**src/hdl/flash_ctrl_pkg.sv**
```systemverilog
// Constants and types shared by the flash timer and mode control block.
package flash_ctrl_pkg;

    // ---------------------------------------------------------------
    // Register map
    // ---------------------------------------------------------------
    localparam logic [7:0] DURATION_OFFSET = 8'h05; // Flash duration
    localparam logic [7:0] CONTROL_OFFSET  = 8'h06; // Mode and enable
    localparam logic [7:0] DURATION_RESET  = 8'h23; // 72 ms
    localparam logic [7:0] READ_NONE       = 8'h00; // Unmapped read

    // Control register field positions
    localparam int MODE_LSB   = 0;
    localparam int MODE_MSB   = 1;
    localparam int RSVD_BIT   = 2;
    localparam int OUT_ON_BIT = 3;

    // ---------------------------------------------------------------
    // Operating modes
    // ---------------------------------------------------------------
    typedef enum logic [1:0] {
        MODE_SHUTDOWN  = 2'b00,
        MODE_INDICATOR = 2'b01,
        MODE_ASSIST    = 2'b10,
        MODE_FLASH     = 2'b11
    } op_mode_t;

    localparam logic [1:0] EXT_TORCH_SEL = 2'h2; // Selector value 10

    // Current level masks per mode
    localparam logic [7:0] MASK_LOW6 = 8'h3f;
    localparam logic [7:0] MASK_LOW7 = 8'h7f;
    localparam logic [7:0] MASK_FULL = 8'hff;

    // ---------------------------------------------------------------
    // Duration encoding
    // ---------------------------------------------------------------
    localparam logic [10:0] SHORT_STEP_MS  = 11'h002; // 2 ms steps
    localparam logic [10:0] LONG_STEP_MS   = 11'h008; // 8 ms steps
    localparam logic [10:0] LONG_BASE_CODE = 11'h07f; // 127
    localparam logic [10:0] LONG_BASE_MS   = 11'h100; // 256 ms

    // ---------------------------------------------------------------
    // Timing
    // ---------------------------------------------------------------
    localparam int CLK_HZ      = 125_000_000;
    localparam int MS_PER_S    = 1000;
    localparam int MS_CYCLES   = CLK_HZ / MS_PER_S;   // 125000
    localparam int PWM_HZ      = 31_250;              // 31.25 kHz
    localparam int PWM_CYCLES  = CLK_HZ / PWM_HZ;     // 4000
    localparam int DUTY_STEPS  = 16;                  // Sixteenths
    localparam int SLOT_CYCLES = PWM_CYCLES / DUTY_STEPS; // 250

endpackage

```
**src/hdl/flash_period_timer.sv**
```systemverilog
// Millisecond flash period timer with its own millisecond divider.
`timescale 1ns/1ps
module flash_period_timer
    import flash_ctrl_pkg::*;
#(
    parameter int MS_CYCLES_P = MS_CYCLES
) (
    // Clock and reset
    input  wire logic        clk,
    input  wire logic        reset_n,
    // Control
    input  wire logic        run,
    input  wire logic [10:0] limit_ms,
    // Status
    output logic             expired,
    output logic [10:0]      elapsed_ms
);

    localparam int DW = $clog2(MS_CYCLES_P + 1);
    localparam logic [DW-1:0] DIV_LAST = DW'(MS_CYCLES_P - 1);

    // ---------------------------------------------------------------
    // Divider and millisecond counter
    // ---------------------------------------------------------------
    logic [DW-1:0] div_q,  div_d;   // Cycle count within a millisecond
    logic [10:0]   ms_q,   ms_d;    // Whole milliseconds elapsed
    logic          exp_q,  exp_d;   // One-cycle end-of-period pulse
    logic          ms_tick;         // Millisecond enable

    // Divider restarts with each run so the period is exact from start
    always_comb begin
        ms_tick = run && (div_q == DIV_LAST);
        div_d   = div_q;
        ms_d    = ms_q;
        exp_d   = 1'b0;
        if (!run) begin
            div_d = '0;
            ms_d  = '0;
        end else if (ms_tick) begin
            div_d = '0;
            ms_d  = 11'(ms_q + 11'h001);
            // Limit of zero cannot occur: shortest period is 2 ms
            exp_d = (11'(ms_q + 11'h001) == limit_ms);
        end else begin
            div_d = DW'(div_q + 1'b1);
        end
    end

    // Register only
    always_ff @(posedge clk or negedge reset_n) begin
        if (!reset_n) begin
            div_q <= '0;
            ms_q  <= '0;
            exp_q <= 1'b0;
        end else begin
            div_q <= div_d;
            ms_q  <= ms_d;
            exp_q <= exp_d;
        end
    end

    // A pulse left over after the host stopped the flash is dropped,
    // so it cannot clear a mode written in the same cycle
    assign expired    = exp_q && run;
    assign elapsed_ms = ms_q;

endmodule // flash_period_timer

```
**src/hdl/flash_timer_mode_control.sv**
```systemverilog
// Flash duration and operating mode registers with the sink control core.
// Operation
// - Codes 00-7F: period is (code+1) x 2 ms
// - Codes 80-FF: (code-127) x 8 + 256 ms
// - From code 80 steps are 8 ms
// - Mode 00: shutdown, or external torch
// - Indicator: six low bits, PWM at 31.25 kHz
// - Assist: seven low bits, top bit ignored
// - Flash: full level, auto-clear enable and mode
// - Mode selector is bits 1:0, resets 00
// - Duration is full 8-bit read/write field
// - Enable bit gates sinks except in mode 00, resets 0
`timescale 1ns/1ps
module flash_timer_mode_control
    import flash_ctrl_pkg::*;
#(
    parameter int MS_CYCLES_P = MS_CYCLES
) (
    // Clock and reset
    input  wire logic       clk,
    input  wire logic       reset_n,
    // Register access from the serial control front end
    input  wire logic [7:0] reg_addr,
    input  wire logic       reg_wr,
    input  wire logic [7:0] reg_wdata,
    input  wire logic       reg_rd,
    output logic [7:0]      reg_rdata,
    // Settings held in neighbouring registers
    input  wire logic [7:0] sink1_current_level,
    input  wire logic [7:0] sink2_current_level,
    input  wire logic [1:0] ext_torch_sel,
    input  wire logic [3:0] indicator_duty,
    // Sink control
    output logic [7:0]      sink1_drive,
    output logic [7:0]      sink2_drive,
    output logic            sink_enable,
    output logic            flash_active,
    output logic            flash_done
);

    // ---------------------------------------------------------------
    // Duration decoding
    // ---------------------------------------------------------------

    // Two-segment code to milliseconds; fine steps give short flashes
    // precision, coarse steps reach long timeouts in one byte
    function automatic logic [10:0] period_ms(input logic [7:0] code);
        logic [10:0] c;
        c = {3'h0, code};
        if (!code[7]) begin
            period_ms = 11'((c + 11'h001) * SHORT_STEP_MS);
        end else begin
            period_ms = 11'((c - LONG_BASE_CODE) * LONG_STEP_MS
                            + LONG_BASE_MS);
        end
    endfunction

    // ---------------------------------------------------------------
    // Register state
    // ---------------------------------------------------------------
    logic [7:0] duration_q, duration_d;   // Flash duration code
    op_mode_t   mode_q,     mode_d;       // Operating mode selector
    logic       out_on_q,   out_on_d;     // Sink enable bit
    logic [7:0] rdata_q,    rdata_d;      // Read data register
    logic       wr_dur;                   // Write to duration register
    logic       wr_ctl;                   // Write to control register
    logic       timer_exp;                // Flash period elapsed
    logic [10:0] limit_ms;                // Decoded period

    assign wr_dur   = reg_wr && (reg_addr == DURATION_OFFSET);
    assign wr_ctl   = reg_wr && (reg_addr == CONTROL_OFFSET);
    assign limit_ms = period_ms(duration_q);

    // Next register values; a host write in the expiry cycle wins,
    // so a new request issued right at the end is not discarded
    always_comb begin
        duration_d = duration_q;
        mode_d     = mode_q;
        out_on_d   = out_on_q;
        rdata_d    = rdata_q;
        // Flash pulse over: drop enable and return to shutdown
        if (timer_exp) begin
            mode_d   = MODE_SHUTDOWN;
            out_on_d = 1'b0;
        end
        if (wr_dur) begin
            duration_d = reg_wdata;
        end
        if (wr_ctl) begin
            mode_d   = op_mode_t'(reg_wdata[MODE_MSB:MODE_LSB]);
            out_on_d = reg_wdata[OUT_ON_BIT];
        end
        // Read data: reserved bits read as zero
        if (reg_rd) begin
            case (reg_addr)
                DURATION_OFFSET: begin
                    rdata_d = duration_q;
                end
                CONTROL_OFFSET: begin
                    rdata_d = READ_NONE;
                    rdata_d[MODE_MSB:MODE_LSB] = mode_q;
                    rdata_d[RSVD_BIT]          = 1'b0;
                    rdata_d[OUT_ON_BIT]        = out_on_q;
                end
                default: begin
                    rdata_d = READ_NONE;
                end
            endcase
        end
    end

    // Register only
    always_ff @(posedge clk or negedge reset_n) begin
        if (!reset_n) begin
            duration_q <= DURATION_RESET;
            mode_q     <= MODE_SHUTDOWN;
            out_on_q   <= 1'b0;
            rdata_q    <= READ_NONE;
        end else begin
            duration_q <= duration_d;
            mode_q     <= mode_d;
            out_on_q   <= out_on_d;
            rdata_q    <= rdata_d;
        end
    end

    assign reg_rdata = rdata_q;

    // ---------------------------------------------------------------
    // Flash period timer
    // ---------------------------------------------------------------
    logic flash_run;   // Flash mode with sinks enabled

    assign flash_run = (mode_q == MODE_FLASH) && out_on_q;

    // Ends the pulse without host help, protecting the LED
    flash_period_timer #(
        .MS_CYCLES_P (MS_CYCLES_P)
    ) u_timer (
        .clk        (clk),
        .reset_n    (reset_n),
        .run        (flash_run),
        .limit_ms   (limit_ms),
        .expired    (timer_exp),
        .elapsed_ms ()
    );

    // ---------------------------------------------------------------
    // Indicator PWM, 31.25 kHz in sixteenths of duty
    // ---------------------------------------------------------------
    localparam int PW = $clog2(PWM_CYCLES);
    localparam logic [PW-1:0] PWM_LAST = PW'(PWM_CYCLES - 1);
    localparam logic [PW-1:0] SLOT     = PW'(SLOT_CYCLES);

    logic [PW-1:0] pwm_q, pwm_d;   // Position within PWM period
    logic          pwm_on;         // High part of the PWM period

    // Free running; the duty code n gives (n+1)/16 on time
    always_comb begin
        pwm_d = (pwm_q == PWM_LAST) ? '0 : PW'(pwm_q + 1'b1);
    end

    // Register only
    always_ff @(posedge clk or negedge reset_n) begin
        if (!reset_n) begin
            pwm_q <= '0;
        end else begin
            pwm_q <= pwm_d;
        end
    end

    assign pwm_on = pwm_q < PW'(({1'b0, indicator_duty} + 5'h01) * SLOT);

    // ---------------------------------------------------------------
    // Sink drive selection
    // ---------------------------------------------------------------
    logic [7:0] drv1_q, drv1_d;   // Sink 1 level
    logic [7:0] drv2_q, drv2_d;   // Sink 2 level
    logic       en_q,   en_d;     // Sinks conducting
    logic       fa_q,   fa_d;     // Flash pulse in progress
    logic       fd_q,   fd_d;     // Flash end pulse
    logic [7:0] mask;             // Level mask for the active mode

    // Each mode below flash narrows the level so lower modes cannot reach flash
    // current; external torch reuses the assist ceiling
    always_comb begin
        mask = MASK_FULL;
        en_d = 1'b0;
        case (mode_q)
            MODE_SHUTDOWN: begin
                mask = MASK_LOW7;
                en_d = (ext_torch_sel == EXT_TORCH_SEL);
            end
            MODE_INDICATOR: begin
                mask = MASK_LOW6;
                en_d = out_on_q && pwm_on;
            end
            MODE_ASSIST: begin
                mask = MASK_LOW7;
                en_d = out_on_q;
            end
            MODE_FLASH: begin
                mask = MASK_FULL;
                en_d = out_on_q && !timer_exp;
            end
            default: begin
                mask = MASK_LOW6;
                en_d = 1'b0;
            end
        endcase
        drv1_d = sink1_current_level & mask;
        drv2_d = sink2_current_level & mask;
        fa_d   = flash_run && !timer_exp;
        fd_d   = timer_exp;
    end

    // Register only
    always_ff @(posedge clk or negedge reset_n) begin
        if (!reset_n) begin
            drv1_q <= '0;
            drv2_q <= '0;
            en_q   <= 1'b0;
            fa_q   <= 1'b0;
            fd_q   <= 1'b0;
        end else begin
            drv1_q <= drv1_d;
            drv2_q <= drv2_d;
            en_q   <= en_d;
            fa_q   <= fa_d;
            fd_q   <= fd_d;
        end
    end

    assign sink1_drive  = drv1_q;
    assign sink2_drive  = drv2_q;
    assign sink_enable  = en_q;
    assign flash_active = fa_q;
    assign flash_done   = fd_q;

    // ---------------------------------------------------------------
    // Checks
    // ---------------------------------------------------------------
    a_short_period: assert property (
        @(posedge clk) disable iff (!reset_n)
        (duration_q == 8'h23) |-> (limit_ms == 11'h048))
        else $error("Default code must give 72 ms");

    a_long_period: assert property (
        @(posedge clk) disable iff (!reset_n)
        (duration_q == 8'hff) |-> (limit_ms == 11'h500))
        else $error("Code ff must give 1280 ms");

    a_long_step: assert property (
        @(posedge clk) disable iff (!reset_n)
        (duration_q == 8'h80) |-> (limit_ms == 11'h108))
        else $error("Code 80 must give 264 ms");

    a_shutdown_dark: assert property (
        @(posedge clk) disable iff (!reset_n)
        (mode_q == MODE_SHUTDOWN && ext_torch_sel != EXT_TORCH_SEL)
        |=> !sink_enable)
        else $error("Sinks on in shutdown");

    a_indicator_bits: assert property (
        @(posedge clk) disable iff (!reset_n)
        (mode_q == MODE_INDICATOR) |=> (sink1_drive[7:6] == 2'b00
                                        && sink2_drive[7:6] == 2'b00))
        else $error("Indicator level above six bits");

    a_assist_msb: assert property (
        @(posedge clk) disable iff (!reset_n)
        (mode_q == MODE_ASSIST) |=> (sink1_drive == (
            $past(sink1_current_level) & MASK_LOW7)))
        else $error("Assist level not seven bits");

    a_flash_clear: assert property (
        @(posedge clk) disable iff (!reset_n)
        (timer_exp && !wr_ctl) |=> (mode_q == MODE_SHUTDOWN && !out_on_q
                                     && !sink_enable))
        else $error("Flash end did not clear mode");

    a_mode_write: assert property (
        @(posedge clk) disable iff (!reset_n)
        wr_ctl |=> (mode_q == $past(reg_wdata[MODE_MSB:MODE_LSB])
                    && out_on_q == $past(reg_wdata[OUT_ON_BIT])))
        else $error("Control write not stored");

    a_duration_write: assert property (
        @(posedge clk) disable iff (!reset_n)
        wr_dur |=> (duration_q == $past(reg_wdata)))
        else $error("Duration write not stored");

    a_enable_gate: assert property (
        @(posedge clk) disable iff (!reset_n)
        (!out_on_q && mode_q != MODE_SHUTDOWN) |=> !sink_enable)
        else $error("Sinks on with enable clear");

    a_expire_cause: assert property (
        @(posedge clk) disable iff (!reset_n)
        timer_exp |-> ($past(flash_run, 1) && flash_run))
        else $error("Timer ended outside a flash");

endmodule // flash_timer_mode_control

```
**config.mk**
```make
export PLATFORM = sky130hd
export DESIGN_NAME = flash_timer_mode_control
export DESIGN_NICKNAME = d
export VERILOG_FILES = /design/src/hdl/flash_ctrl_pkg.sv /design/src/hdl/flash_period_timer.sv /design/src/hdl/flash_timer_mode_control.sv
export SDC_FILE = /design/constraint.sdc
export NUM_CORES = 1
export LEC_CHECK = 0
export BUFFER_PORTS_ARGS = -buffer_cell sky130_fd_sc_hd__buf_2
export CORE_MARGIN = 2
export CORE_UTILIZATION = 48
export CTS_CLUSTER_SIZE = 10
export DETAILED_ROUTE_END_ITERATION = 16
export PLACE_DENSITY = 0.73
export RECOVER_POWER = 50
export SYNTH_ARGS = -nofsm -noshare
export SYNTH_HDL_FRONTEND = slang
export SYNTH_SLANG_ARGS = --single-unit
```
**constraint.sdc**
```tcl
create_clock -name clk -period 5.73 [get_ports clk]
set_clock_uncertainty 0.2 [all_clocks]
set_input_delay 1.146 -clock clk [delete_from_list [all_inputs] [get_ports clk]]
set_output_delay 1.146 -clock clk [all_outputs]
set_load 0.01 [all_outputs]
```
==> metrics.json, run 1 <==
{
  "timing.critical_path.to_type": {"value": "flip-flop"},
  "finalInstanceArea": {"value": 0.00544, "unit": "sq mm"},
  "cts.reportedPaths.clkPinSlew": {"value": 0.08, "unit": "ns"},
  "antenna_violating_nets_post_route": {"value": 0},
  "irDropWorstVdd": {"value": 0.113, "unit": "mV"},
  "final-setup-viol-count": {"value": 0},
  "power.combinational.fraction": {"value": 0.241},
  "cts_tree": {"value": "yes"},
  "grt_max_degree": {"value": 80},
  "critical-path-max-stage-delay": {"value": 0.57, "unit": "ns"},
  "insertion_delay": {"value": 0.35, "unit": "ns"},
  "drc": {"value": 0},
  "utilization": {"value": 0.559},
  "pwr_density_cell": {"value": 245, "unit": "mW/mm^2"},
  "netSwitchingFraction": {"value": 0.283},
  "cts_resized": {"value": 0},
  "cts_stage_hold_buffer_count": {"value": 0},
  "drtPass1Iterations": {"value": 4},
  "routed_via_density": {"value": 5.22},
  "synth-simple-area-share": {"value": 0.215},
  "slew-limit-headroom": {"value": 0.238},
  "rsz0062_at_grt": {"value": "false"},
  "synth-async-reset-ratio": {"value": 1.00},
  "post_layout_nonfiller_instances": {"value": 694},
  "required_arrival_time_at_the_worst_endpoint": {"value": 5.81, "unit": "ns"},
  "placed_cell_area": {"value": 0.00524, "unit": "sq mm"},
  "synth_top_family_by_area": {"value": "simple AND/OR/NAND/NOR gates"},
  "drt_first_iter_violations": {"value": 231},
  "grt_util_all_layers": {"value": 0.183},
  "leakagePower": {"value": 2.57, "unit": "nW"},
  "placed_cells": {"value": 680},
  "top_fanout_value_on_the_critical_path": {"value": 3},
  "hold_viol": {"value": 0},
  "slew_viol_final": {"value": 0},
  "synth_xor_area_frac": {"value": 0.110},
  "floorplan.io_pins": {"value": 69},
  "post_route_cells_drive_above_1_share": {"value": 0.187},
  "synth_cells": {"value": 492},
  "cts.root.buffer_cell": {"value": "clkbuf_8"},
  "achievable-frequency": {"value": 0.191, "unit": "GHz"},
  "power.share.clock": {"value": 0.325},
  "cts_post_setup_buffers_inserted": {"value": 0},
  "ys_seq_elements": {"value": 79},
  "synthesis.area": {"value": 0.00479, "unit": "sq mm"},
  "core-area": {"value": 0.00973, "unit": "sq mm"},
  "yosys-mux-area-fraction": {"value": 0.0230},
  "clock_path_buffers": {"value": 2},
  "timing.critical_path.cells": {"value": "buf_2 > ha_1 > and3_1 > inv_1 > fa_1 > fa_1 > fa_1 > inv_1 > ha_1 > inv_1 > o21bai_1 > a21oi_1 > xor2_1 > ha_1 > a21o_1 > a21o_1 > a221oi_1 > a311o_1"},
  "synthesis.nets": {"value": 574},
  "layout.cells.most_common_list": {"value": "dfrtp_1, buf_2, nor2_1"},
  "diodes": {"value": 0},
  "worst_setup_path_start_kind": {"value": "input port"},
  "ys_dominant_reg_cell": {"value": "dfrtp_1"},
  "drv_cap": {"value": 0},
  "clock-sinks": {"value": 79},
  "antenna_violations_before_repair": {"value": 0},
  "run_status": {"value": "finished, final reports clean"},
  "timing.final.crit_share": {"value": 0.912},
  "ys_seq_area_frac": {"value": 0.413},
  "avgSynthCellArea": {"value": 9.74, "unit": "sq um"},
  "fin_setup_tns": {"value": 0, "unit": "ns"},
  "min_period": {"value": 5.23, "unit": "ns"},
  "timing_worst_slew_pin_value": {"value": 1.13, "unit": "ns"},
  "gr-total-overflow": {"value": 0},
  "cell_at_the_slowest_stage_of_the_critical_path": {"value": "fa_1"},
  "detail_route.wl_per_cell": {"value": 13.1, "unit": "um"},
  "ys_warn_count": {"value": 0},
  "area_growth_from_synthesis_to_layout": {"value": 13.4, "unit": "%"},
  "holdCritPathClass": {"value": "flip-flop to flip-flop"},
  "grt_pass1_vias": {"value": 3592},
  "floorplan.die_area": {"value": 0.0108, "unit": "sq mm"},
  "final_routed_wirelength": {"value": 9120, "unit": "um"},
  "path_buf_inv": {"value": 4},
  "synth_edf_count": {"value": 0},
  "synth-adder-area-share": {"value": 0.119},
  "h-tree-depth": {"value": 3},
  "starting_density_of_the_core": {"value": 0.493},
  "num-nets-final": {"value": 640},
  "pwr-share-seq": {"value": 0.434},
  "critPathArrivalTime": {"value": 5.31, "unit": "ns"},
  "synthDistinctLibCells": {"value": 57},
  "critPathKind": {"value": "input port to flip-flop"},
  "die_h": {"value": 104, "unit": "um"},
  "timing.critical_path.max_delay_family": {"value": "adder cells"},
  "total_cts_buffers": {"value": 9},
  "post-dp-hpwl": {"value": 6760, "unit": "um"},
  "gp_congestion": {"value": 0.806},
  "cellInternalPower": {"value": 0.000955, "unit": "W"},
  "vias": {"value": 3624},
  "placement_rows": {"value": 36},
  "net-switching-power": {"value": 0.000377, "unit": "W"},
  "grt_pass1_wl": {"value": 16400, "unit": "um"},
  "layout.cells.most_common": {"value": "dfrtp_1"},
  "buffer_ports.inserted": {"value": 68},
  "complex_gate_fraction_of_the_synthesized_area": {"value": 0.0713},
  "die_w": {"value": 104, "unit": "um"}
}
final timing paths:
check	startpoint	to	slack [ns]	cells past startpoint
worst max-delay path	indicator_duty[0]	sink_enable	0.50	18
worst min-delay path	u_timer.exp_q	flash_active	0.26	1
worst max register to register	duration_q[0]	u_timer.exp_q	2.54	10
worst min register to register	u_timer.exp_q	flash_active	0.26	1
max in group asynchronous	reset_n	sink1_drive[4]	3.95	1
min in group asynchronous	reset_n	sink1_drive[6]	0.74	1
metrics by stage:
| step | hold WS [ns] | power (W) | setup slack [ns] |
|---|---|---|---|
| 2_1_floorplan | 0.224 | 0.000822 | 0.441 |
| 3_3_place_gp | 0.241 | 0.000896 | 0.289 |
| 3_5_place_dp | 0.248 | 0.000914 | 0.154 |
| 4_1_cts | 0.259 | 0.00135 | 0.525 |
| 5_1_grt | 0.288 | 0.00143 | 0.215 |
| 6_report | 0.258 | 0.00133 | 0.502 |
flip-flops by register name (all words and copies together) (netlist names):
register / cells
sink2_drive: 8
flash_active: 1
u_timer.exp_q: 1
sink1_drive: 8
pwm_q: 12
u_timer.div_q: 17
reg_rdata: 8
sink_enable: 1
flash_done: 1
out_on_q: 1
u_timer.elapsed_ms: 11
mode_q: 2
duration_q: 8
per-layer routing:
layer	track usage	up-vias	wire [um]
met1	0.238	1767	4200
met5	0	-	0
met2	0.307	34	4580
met4	0.0512	0	100
li1	-	1815	-
met3	0.0407	8	248
cells in the mapped netlist (all sizes together) (9+ instances only):
master / n / share of area
o21ai: 11 / 0.011
dfrtp: 76 / 0.40
clkbuf: 13 / 0.015
xnor2: 26 / 0.048
inv: 39 / 0.031
nor2: 56 / 0.044
xor2: 34 / 0.062
ha: 31 / 0.081
fa: 9 / 0.038
nand2: 32 / 0.025
nand3: 39 / 0.041
a21oi: 15 / 0.016
and3: 10 / 0.013
nand4: 15 / 0.020
power groups by stage:
stage | Clock (W) | Sequential, W | Combinational [W]
detailed placement | 0 | 0.000589 | 0.000325
CTS | 0.000446 | 0.000579 | 0.000327
global placement | 0 | 0.000589 | 0.000307
floorplan | 0 | 0.000588 | 0.000233
global route | 0.000470 | 0.000580 | 0.000380
finish | 0.000432 | 0.000579 | 0.000321
cell type report:
type                            instances  area (sq um)
Fill cell                             882          4290
Multi-Input combinational cell        358          2580
Sequential cell                        79          1980
Timing Repair Buffer                   71           365
Tap cell                              133           166
Inverter                               39           146
Clock buffer                           10           128
Clock inverter                          4          72.6
worst reg2reg max path, delay by kind of cell (launching register included):
kind,cells,cell delay (ns)
AOI/OAI and AO/OA,1,0.39
DFF,1,0.60
adders and majority gates,2,0.49
and+or+nand+nor,4,0.96
xor gates and xnor gates,3,0.45
logic make-up (layout without fill, tap and decap cells):
family                     after synthesis  in the layout
AOI/OAI and AO/OA                       52             52
DFF                                     79             79
xor gates and xnor gates                60             60
adders and majority gates               40             40
and+or+nand+nor                        196            196
buffers and inverters                   55            124
muxes                                   10             10
No activity file was read; power rests on OpenSTA's default activity.
==> run 2, diff against run 1 <==
--- a/config.mk
+++ b/config.mk
@@ -7,10 +7,10 @@
 export LEC_CHECK = 0
 export BUFFER_PORTS_ARGS = -buffer_cell sky130_fd_sc_hd__buf_2
 export CORE_MARGIN = 2
-export CORE_UTILIZATION = 48
+export CORE_UTILIZATION = 30
 export CTS_CLUSTER_SIZE = 10
 export DETAILED_ROUTE_END_ITERATION = 16
-export PLACE_DENSITY = 0.73
+export PLACE_DENSITY = 0.51
 export RECOVER_POWER = 50
 export SYNTH_ARGS = -nofsm -noshare
 export SYNTH_HDL_FRONTEND = slang
==> run 2 against run 1 <==
Effect of this change:
- register-to-register slack got worse by 0.06 ns
- critical path type unchanged
- clock power rose by 33%
- clock-buffer cell count rose by 1
- global-route usage fell by 5.6 points
- critical endpoint unchanged
- first-iteration DRC count fell by 10%
- the run now ends with max-capacitance violations, max-slew violations left
- final area rose by 3.7%
- combinational power barely moved
- utilization fell by 20 points
- critical path depth rose by 1
- highest routed layer unchanged
- worst setup slack got worse by 0.080 ns
==> metrics.json, run 2 (synthesized netlist as in run 1, its figures left out) <==
{
  "power.combinational.fraction": {"value": 0.219},
  "timing.final.crit_share": {"value": 0.926},
  "vias": {"value": 3640},
  "gp_congestion": {"value": 0.766},
  "h-tree-depth": {"value": 3},
  "ff_latch_area": {"value": 0.00198, "unit": "sq mm"},
  "cts_resized": {"value": 0},
  "cell_at_the_slowest_stage_of_the_critical_path": {"value": "fa_1"},
  "hold_viol": {"value": 0},
  "holdWs": {"value": 0.267, "unit": "ns"},
  "grt_pass1_vias": {"value": 3572},
  "largest_register_ffs": {"value": 17},
  "slew-limit-headroom": {"value": -0.337},
  "irDropWorstVdd": {"value": 0.124, "unit": "mV"},
  "rsz0062_at_grt": {"value": "false"},
  "clock_path_buffers": {"value": 2},
  "globalRouteMet1Util": {"value": 0.171},
  "nFillCells": {"value": 1631},
  "cts.root.buffer_cell": {"value": "clkbuf_16"},
  "die_w": {"value": 130, "unit": "um"},
  "top_fanout_value_on_the_critical_path": {"value": 3},
  "antenna_violating_nets_post_route": {"value": 0},
  "drv_cap": {"value": 1},
  "num-nets-final": {"value": 641},
  "finalInstanceArea": {"value": 0.00564, "unit": "sq mm"},
  "starting_density_of_the_core": {"value": 0.304},
  "min_period": {"value": 5.31, "unit": "ns"},
  "drtPass1Iterations": {"value": 4},
  "cts_stage_hold_buffer_count": {"value": 0},
  "antenna_violations_before_repair": {"value": 0},
  "total_cts_buffers": {"value": 9},
  "worst-r2r-setup-slack": {"value": 2.48, "unit": "ns"},
  "cts_tree": {"value": "yes"},
  "pwr_density_cell": {"value": 262, "unit": "mW/mm^2"},
  "slew_viol_final": {"value": 80},
  "timing_worst_slew_pin_value": {"value": 2.00, "unit": "ns"},
  "cts_post_setup_buffers_inserted": {"value": 0},
  "cts.reportedPaths.clkPinSlew": {"value": 0.06, "unit": "ns"},
  "power.share.clock": {"value": 0.388},
  "layout.cells.most_common_list": {"value": "dfrtp_1, buf_2, nor2_1"},
  "grt_max_degree": {"value": 80},
  "post-dp-hpwl": {"value": 7550, "unit": "um"},
  "final_routed_wirelength": {"value": 10200, "unit": "um"},
  "grt_util_met3": {"value": 0.0301},
  "layer_carrying_the_most_global_route_usage": {"value": "met2"},
  "timing.critical_path.cells": {"value": "buf_2 > ha_1 > xor2_1 > inv_1 > fa_1 > fa_1 > fa_1 > inv_1 > ha_1 > inv_1 > nor2_1 > nor2_1 > o21bai_1 > a21oi_1 > xnor2_1 > ha_1 > and4_1 > a221oi_1 > a311o_1"},
  "drt_first_iter_violations": {"value": 207},
  "insertion_delay": {"value": 0.33, "unit": "ns"},
  "post_route_cells_drive_above_1_share": {"value": 0.188},
  "critPathKind": {"value": "input port to flip-flop"},
  "achievable-frequency": {"value": 0.188, "unit": "GHz"},
  "violations": {"value": "max-capacitance violations, max-slew violations"},
  "regMostFlops": {"value": "u_timer.div_q"},
  "pwr-share-seq": {"value": 0.393},
  "fin_ws": {"value": 0.422, "unit": "ns"},
  "diodes": {"value": 0},
  "placed_cell_area": {"value": 0.00535, "unit": "sq mm"},
  "routed_via_density": {"value": 4.67},
  "grt_pass1_wl": {"value": 17100, "unit": "um"},
  "buffer_ports.inserted": {"value": 68},
  "grt_util_all_layers": {"value": 0.126},
  "critical-path-max-stage-delay": {"value": 0.54, "unit": "ns"},
  "netSwitchingFraction": {"value": 0.279},
  "multiInputGateArea": {"value": 0.00258, "unit": "sq mm"},
  "required_arrival_time_at_the_worst_endpoint": {"value": 5.79, "unit": "ns"},
  "detail_route.wl_per_cell": {"value": 13.1, "unit": "um"},
  "clock-sinks": {"value": 79},
  "drc": {"value": 0},
  "holdCritPathClass": {"value": "flip-flop to flip-flop"},
  "met2_usage_in_global_routing": {"value": 0.205},
  "worst_setup_path_start_kind": {"value": "input port"},
  "cellInternalPower": {"value": 0.00107, "unit": "W"},
  "placement_rows": {"value": 46},
  "floorplan.io_pins": {"value": 69},
  "die_h": {"value": 130, "unit": "um"},
  "net-switching-power": {"value": 0.000412, "unit": "W"},
  "dp_slack": {"value": 0.0783, "unit": "ns"},
  "floorplan.die_area": {"value": 0.0170, "unit": "sq mm"},
  "final-setup-viol-count": {"value": 0},
  "layout.cells.most_common": {"value": "dfrtp_1"},
  "leakagePower": {"value": 2.62, "unit": "nW"},
  "core-area": {"value": 0.0158, "unit": "sq mm"},
  "gr-total-overflow": {"value": 0},
  "fin_setup_tns": {"value": 0, "unit": "ns"},
  "area_growth_from_synthesis_to_layout": {"value": 17.7, "unit": "%"},
  "timing.critical_path.to_type": {"value": "flip-flop"},
  "critPathArrivalTime": {"value": 5.37, "unit": "ns"},
  "run_status": {"value": "finished with violations"}
}
[run 2: worst paths after layout]
check	startpoint	to	depth (start not counted)
max in group asynchronous	reset_n	u_timer.div_q[16]	1
worst min register to register	u_timer.div_q[0]	u_timer.div_q[0]	1
min in group asynchronous	reset_n	sink2_drive[6]	1
worst min-delay path	u_timer.div_q[0]	u_timer.div_q[0]	1
worst max-delay path	indicator_duty[0]	sink_enable	19
worst max register to register	duration_q[0]	u_timer.exp_q	10
[run 2: through the flow]
| step | utilization | instances | total power (W) |
|---|---|---|---|
| 5_1_grt | 0.358 | 780 | 0.00158 |
| 3_5_place_dp | 0.339 | 764 | 0.000918 |
| 3_3_place_gp | 0.339 | 764 | 0.000905 |
| 2_1_floorplan | - | 492 | 0.000822 |
| 6_report | 0.358 | 780 | 0.00148 |
| 4_1_cts | 0.358 | 780 | 0.00151 |
[run 2: power by group through the flow]
stage	clock (W)	sequential, W	combinational [W]
after CTS	0.000595	0.000580	0.000332
final	0.000574	0.000580	0.000323
after global routing	0.000618	0.000581	0.000380
after detailed placement	0	0.000590	0.000328
after floorplan	0	0.000588	0.000233
after global placement	0	0.000590	0.000316
[run 2: final cells by class]
class,count,area share
inverters,39,0.0260
multi-input cells,358,0.457
well taps,216,0.0479
clock inverters,5,0.00998
repair buffers,72,0.0648
clock buffers,11,0.0430
flip-flops and latches,79,0.351
[run 2: worst max-delay path: cells and delay by family]
family | cells | cell delay [ns]
AO/OA/AOI/OAI | 4 | 0.72
AND/OR/NAND/NOR | 3 | 0.43
XOR/XNOR | 2 | 0.36
adder cells (fa/ha/maj) | 6 | 2.38
buffers and inverters | 4 | 0.34
[run 2: layer usage]
metal  vias up  share of wire
li1       1823              -
met1      1768           0.49
met2        41           0.48
met3         8          0.028
met4         0         0.0089
met5         -              0
==> run 3, diff against run 2 <==
==> constraint.sdc (replaced) <==
create_clock -name clk -period 5 [get_ports clk]
set_clock_uncertainty 0.2 [all_clocks]
set_input_delay 1 -clock clk [delete_from_list [all_inputs] [get_ports clk]]
set_output_delay 1 -clock clk [all_outputs]
set_load 0.01 [all_outputs]
==> run 3 against run 2 <==
Effect of this change:
- the run still ends with max-capacitance violations, max-slew violations left
- final area increased by 2.5%
- die area unchanged
- flip-flop and latch count unchanged
- worst setup slack worse by 0.26 ns
- global-route usage up 0.49 points
- sequential share of layout area decreased by 0.84 points
- final cell count is 1.2% higher
- worst hold slack lost 0.019 ns
- register-to-register slack lost 0.68 ns
- combinational power increased by 36%
- wire length is 1.9% higher
- utilization rose by 0.88 points
==> metrics.json, run 3 (synthesized netlist as in run 1, its figures left out) <==
{
  "total_power": {"value": 0.00177, "unit": "W"},
  "slew_viol_final": {"value": 80},
  "achievable-frequency": {"value": 0.207, "unit": "GHz"},
  "final-setup-viol-count": {"value": 0},
  "required_arrival_time_at_the_worst_endpoint": {"value": 5.08, "unit": "ns"},
  "cts_stage_hold_buffer_count": {"value": 0},
  "crit_cells": {"value": 20},
  "die_h": {"value": 130, "unit": "um"},
  "placement_rows": {"value": 46},
  "critPathArrivalTime": {"value": 4.92, "unit": "ns"},
  "gr-total-overflow": {"value": 0},
  "gp_congestion": {"value": 0.814},
  "cell_at_the_slowest_stage_of_the_critical_path": {"value": "fa_1"},
  "timing.critical_path.to_type": {"value": "flip-flop"},
  "floorplan.io_pins": {"value": 69},
  "grt_pass1_wl": {"value": 17500, "unit": "um"},
  "run_status": {"value": "finished with violations"},
  "total_cts_buffers": {"value": 9},
  "area_growth_from_synthesis_to_layout": {"value": 20.6, "unit": "%"},
  "timing.critical_path.cells": {"value": "buf_2 > ha_4 > xor2_2 > buf_4 > ha_1 > ha_1 > inv_1 > fa_1 > inv_1 > ha_1 > a21o_1 > a21oi_2 > o21bai_1 > a21oi_1 > xor2_1 > ha_1 > a21o_1 > a21o_1 > a221oi_2 > a311o_1"},
  "critical_path_end": {"value": "sink_enable"},
  "grt_max_degree": {"value": 80},
  "largest_register_ffs": {"value": 17},
  "regMostFlops": {"value": "u_timer.div_q"},
  "timing_worst_slew_pin_value": {"value": 1.94, "unit": "ns"},
  "slew-limit-headroom": {"value": -0.296},
  "insertion_delay": {"value": 0.34, "unit": "ns"},
  "placed_cell_area": {"value": 0.00544, "unit": "sq mm"},
  "worstReg2RegStart": {"value": "duration_q[0]"},
  "buffer_ports.inserted": {"value": 68},
  "cts_tree": {"value": "yes"},
  "core-area": {"value": 0.0158, "unit": "sq mm"},
  "layout.cells.most_common_list": {"value": "dfrtp_1, buf_2, nor2_1"},
  "drtPass1Iterations": {"value": 4},
  "pwr_density_cell": {"value": 306, "unit": "mW/mm^2"},
  "post_route_cells_drive_above_1_share": {"value": 0.222},
  "antenna_violating_nets_post_route": {"value": 0},
  "holdCritPathClass": {"value": "flip-flop to flip-flop"},
  "grt_pass1_vias": {"value": 3652},
  "cts.reportedPaths.clkPinSlew": {"value": 0.06, "unit": "ns"},
  "grt_util_all_layers": {"value": 0.131},
  "routed_via_density": {"value": 4.63},
  "critPathKind": {"value": "input port to flip-flop"},
  "floorplan.die_area": {"value": 0.0170, "unit": "sq mm"},
  "min_period": {"value": 4.84, "unit": "ns"},
  "violations": {"value": "max-capacitance violations, max-slew violations"},
  "path_buf_inv": {"value": 4},
  "r2r_cells": {"value": 10},
  "leakagePower": {"value": 2.68, "unit": "nW"},
  "timing.critical_path.max_delay_family": {"value": "adder cells"},
  "clock-sinks": {"value": 79},
  "drc": {"value": 0},
  "utilization": {"value": 0.366},
  "drt_first_iter_violations": {"value": 218},
  "num-nets-final": {"value": 650},
  "antenna_violations_before_repair": {"value": 0},
  "diodes": {"value": 0},
  "holdWs": {"value": 0.248, "unit": "ns"},
  "worst-r2r-setup-slack": {"value": 1.80, "unit": "ns"},
  "layout.cells.most_common": {"value": "dfrtp_1"},
  "crit_path_start": {"value": "indicator_duty[0]"},
  "clock_path_buffers": {"value": 2},
  "top_fanout_value_on_the_critical_path": {"value": 4},
  "cts.root.buffer_cell": {"value": "clkbuf_16"},
  "irDropWorstVdd": {"value": 0.157, "unit": "mV"},
  "nFillCells": {"value": 1628},
  "timing.final.crit_share": {"value": 0.968},
  "post-dp-hpwl": {"value": 7740, "unit": "um"},
  "worstReg2RegEnd": {"value": "u_timer.exp_q"},
  "starting_density_of_the_core": {"value": 0.304},
  "worst_setup_path_start_kind": {"value": "input port"},
  "crit_path_frequent_cell": {"value": "ha_1"},
  "die_w": {"value": 130, "unit": "um"},
  "final_routed_wirelength": {"value": 10400, "unit": "um"},
  "h-tree-depth": {"value": 3},
  "vias": {"value": 3657},
  "critical-path-max-stage-delay": {"value": 0.50, "unit": "ns"},
  "finalInstanceArea": {"value": 0.00578, "unit": "sq mm"},
  "hold_viol": {"value": 0},
  "detail_route.wl_per_cell": {"value": 13.1, "unit": "um"},
  "drv_cap": {"value": 1}
}
==> run 3: cell types whose count changed in the layout (fill, tap and decap cells not counted), sizes merged <==
cell	before	now
inv	40	39
clkinv	2	1
buf	69	80
==> run 3: layout make-up <==
type | count | area [sq um] | share of cell area
Sequential cell | 79 | 1980 | 0.343
Multi-Input combinational cell | 358 | 2640 | 0.457
Tap cell | 216 | 270 | 0.0468
Clock buffer | 13 | 260 | 0.0450
Clock inverter | 3 | 42.5 | 0.00736
Inverter | 39 | 146 | 0.0253
Timing Repair Buffer | 81 | 438 | 0.0758
==> run 3: how the worst min path moves through the flow <==
| stage | startpoint | to | slack (ns) | cells after the start |
|---|---|---|---|---|
| after floorplan | u_timer.div_q[0] | u_timer.div_q[0] | 0.22 | 1 |
| after global placement | u_timer.div_q[0] | u_timer.div_q[0] | 0.25 | 1 |
| after detailed placement | u_timer.div_q[0] | u_timer.div_q[0] | 0.25 | 1 |
| after CTS | u_timer.div_q[0] | u_timer.div_q[0] | 0.26 | 1 |
| after global routing | u_timer.div_q[0] | u_timer.div_q[0] | 0.29 | 1 |
| final | u_timer.div_q[0] | u_timer.div_q[0] | 0.25 | 1 |
==> run 3: metal layers <==
| layer | vias to the layer above | part of all wire | global-route usage |
|---|---|---|---|
| met5 | - | 0 | 0 |
| met4 | 0 | 0.013 | 0.0507 |
| met3 | 10 | 0.035 | 0.0314 |
| met2 | 47 | 0.49 | 0.213 |
| met1 | 1762 | 0.47 | 0.171 |
| li1 | 1838 | - | - |
==> run 3: power breakdown <==
| group | leakage, nW | switching [W] | internal [W] |
|---|---|---|---|
| clock network | 0.146 | 0.000249 | 0.000413 |
| logic | 1.49 | 0.000222 | 0.000217 |
| registers | 1.04 | 0.0000122 | 0.000653 |
| total | 2.68 | 0.000484 | 0.00128 |
==> run 3: what timing repair did <==
item                                    CTS  global route
buffers inserted                          0             0
endpoints found under the setup margin    0             1
resized for setup                         0             7
hold endpoints to repair                  0             0
==> run 3: metrics by stage <==
stage	worst slack, ns	setup TNS (ns)	std cells
after floorplan	0.0184	0	492
after global placement	-0.166	-0.166	773
after detailed placement	-0.286	-0.286	773
after CTS	0.0521	0	789
after global routing	-0.000200	-0.000200	789
final	0.159	0	789
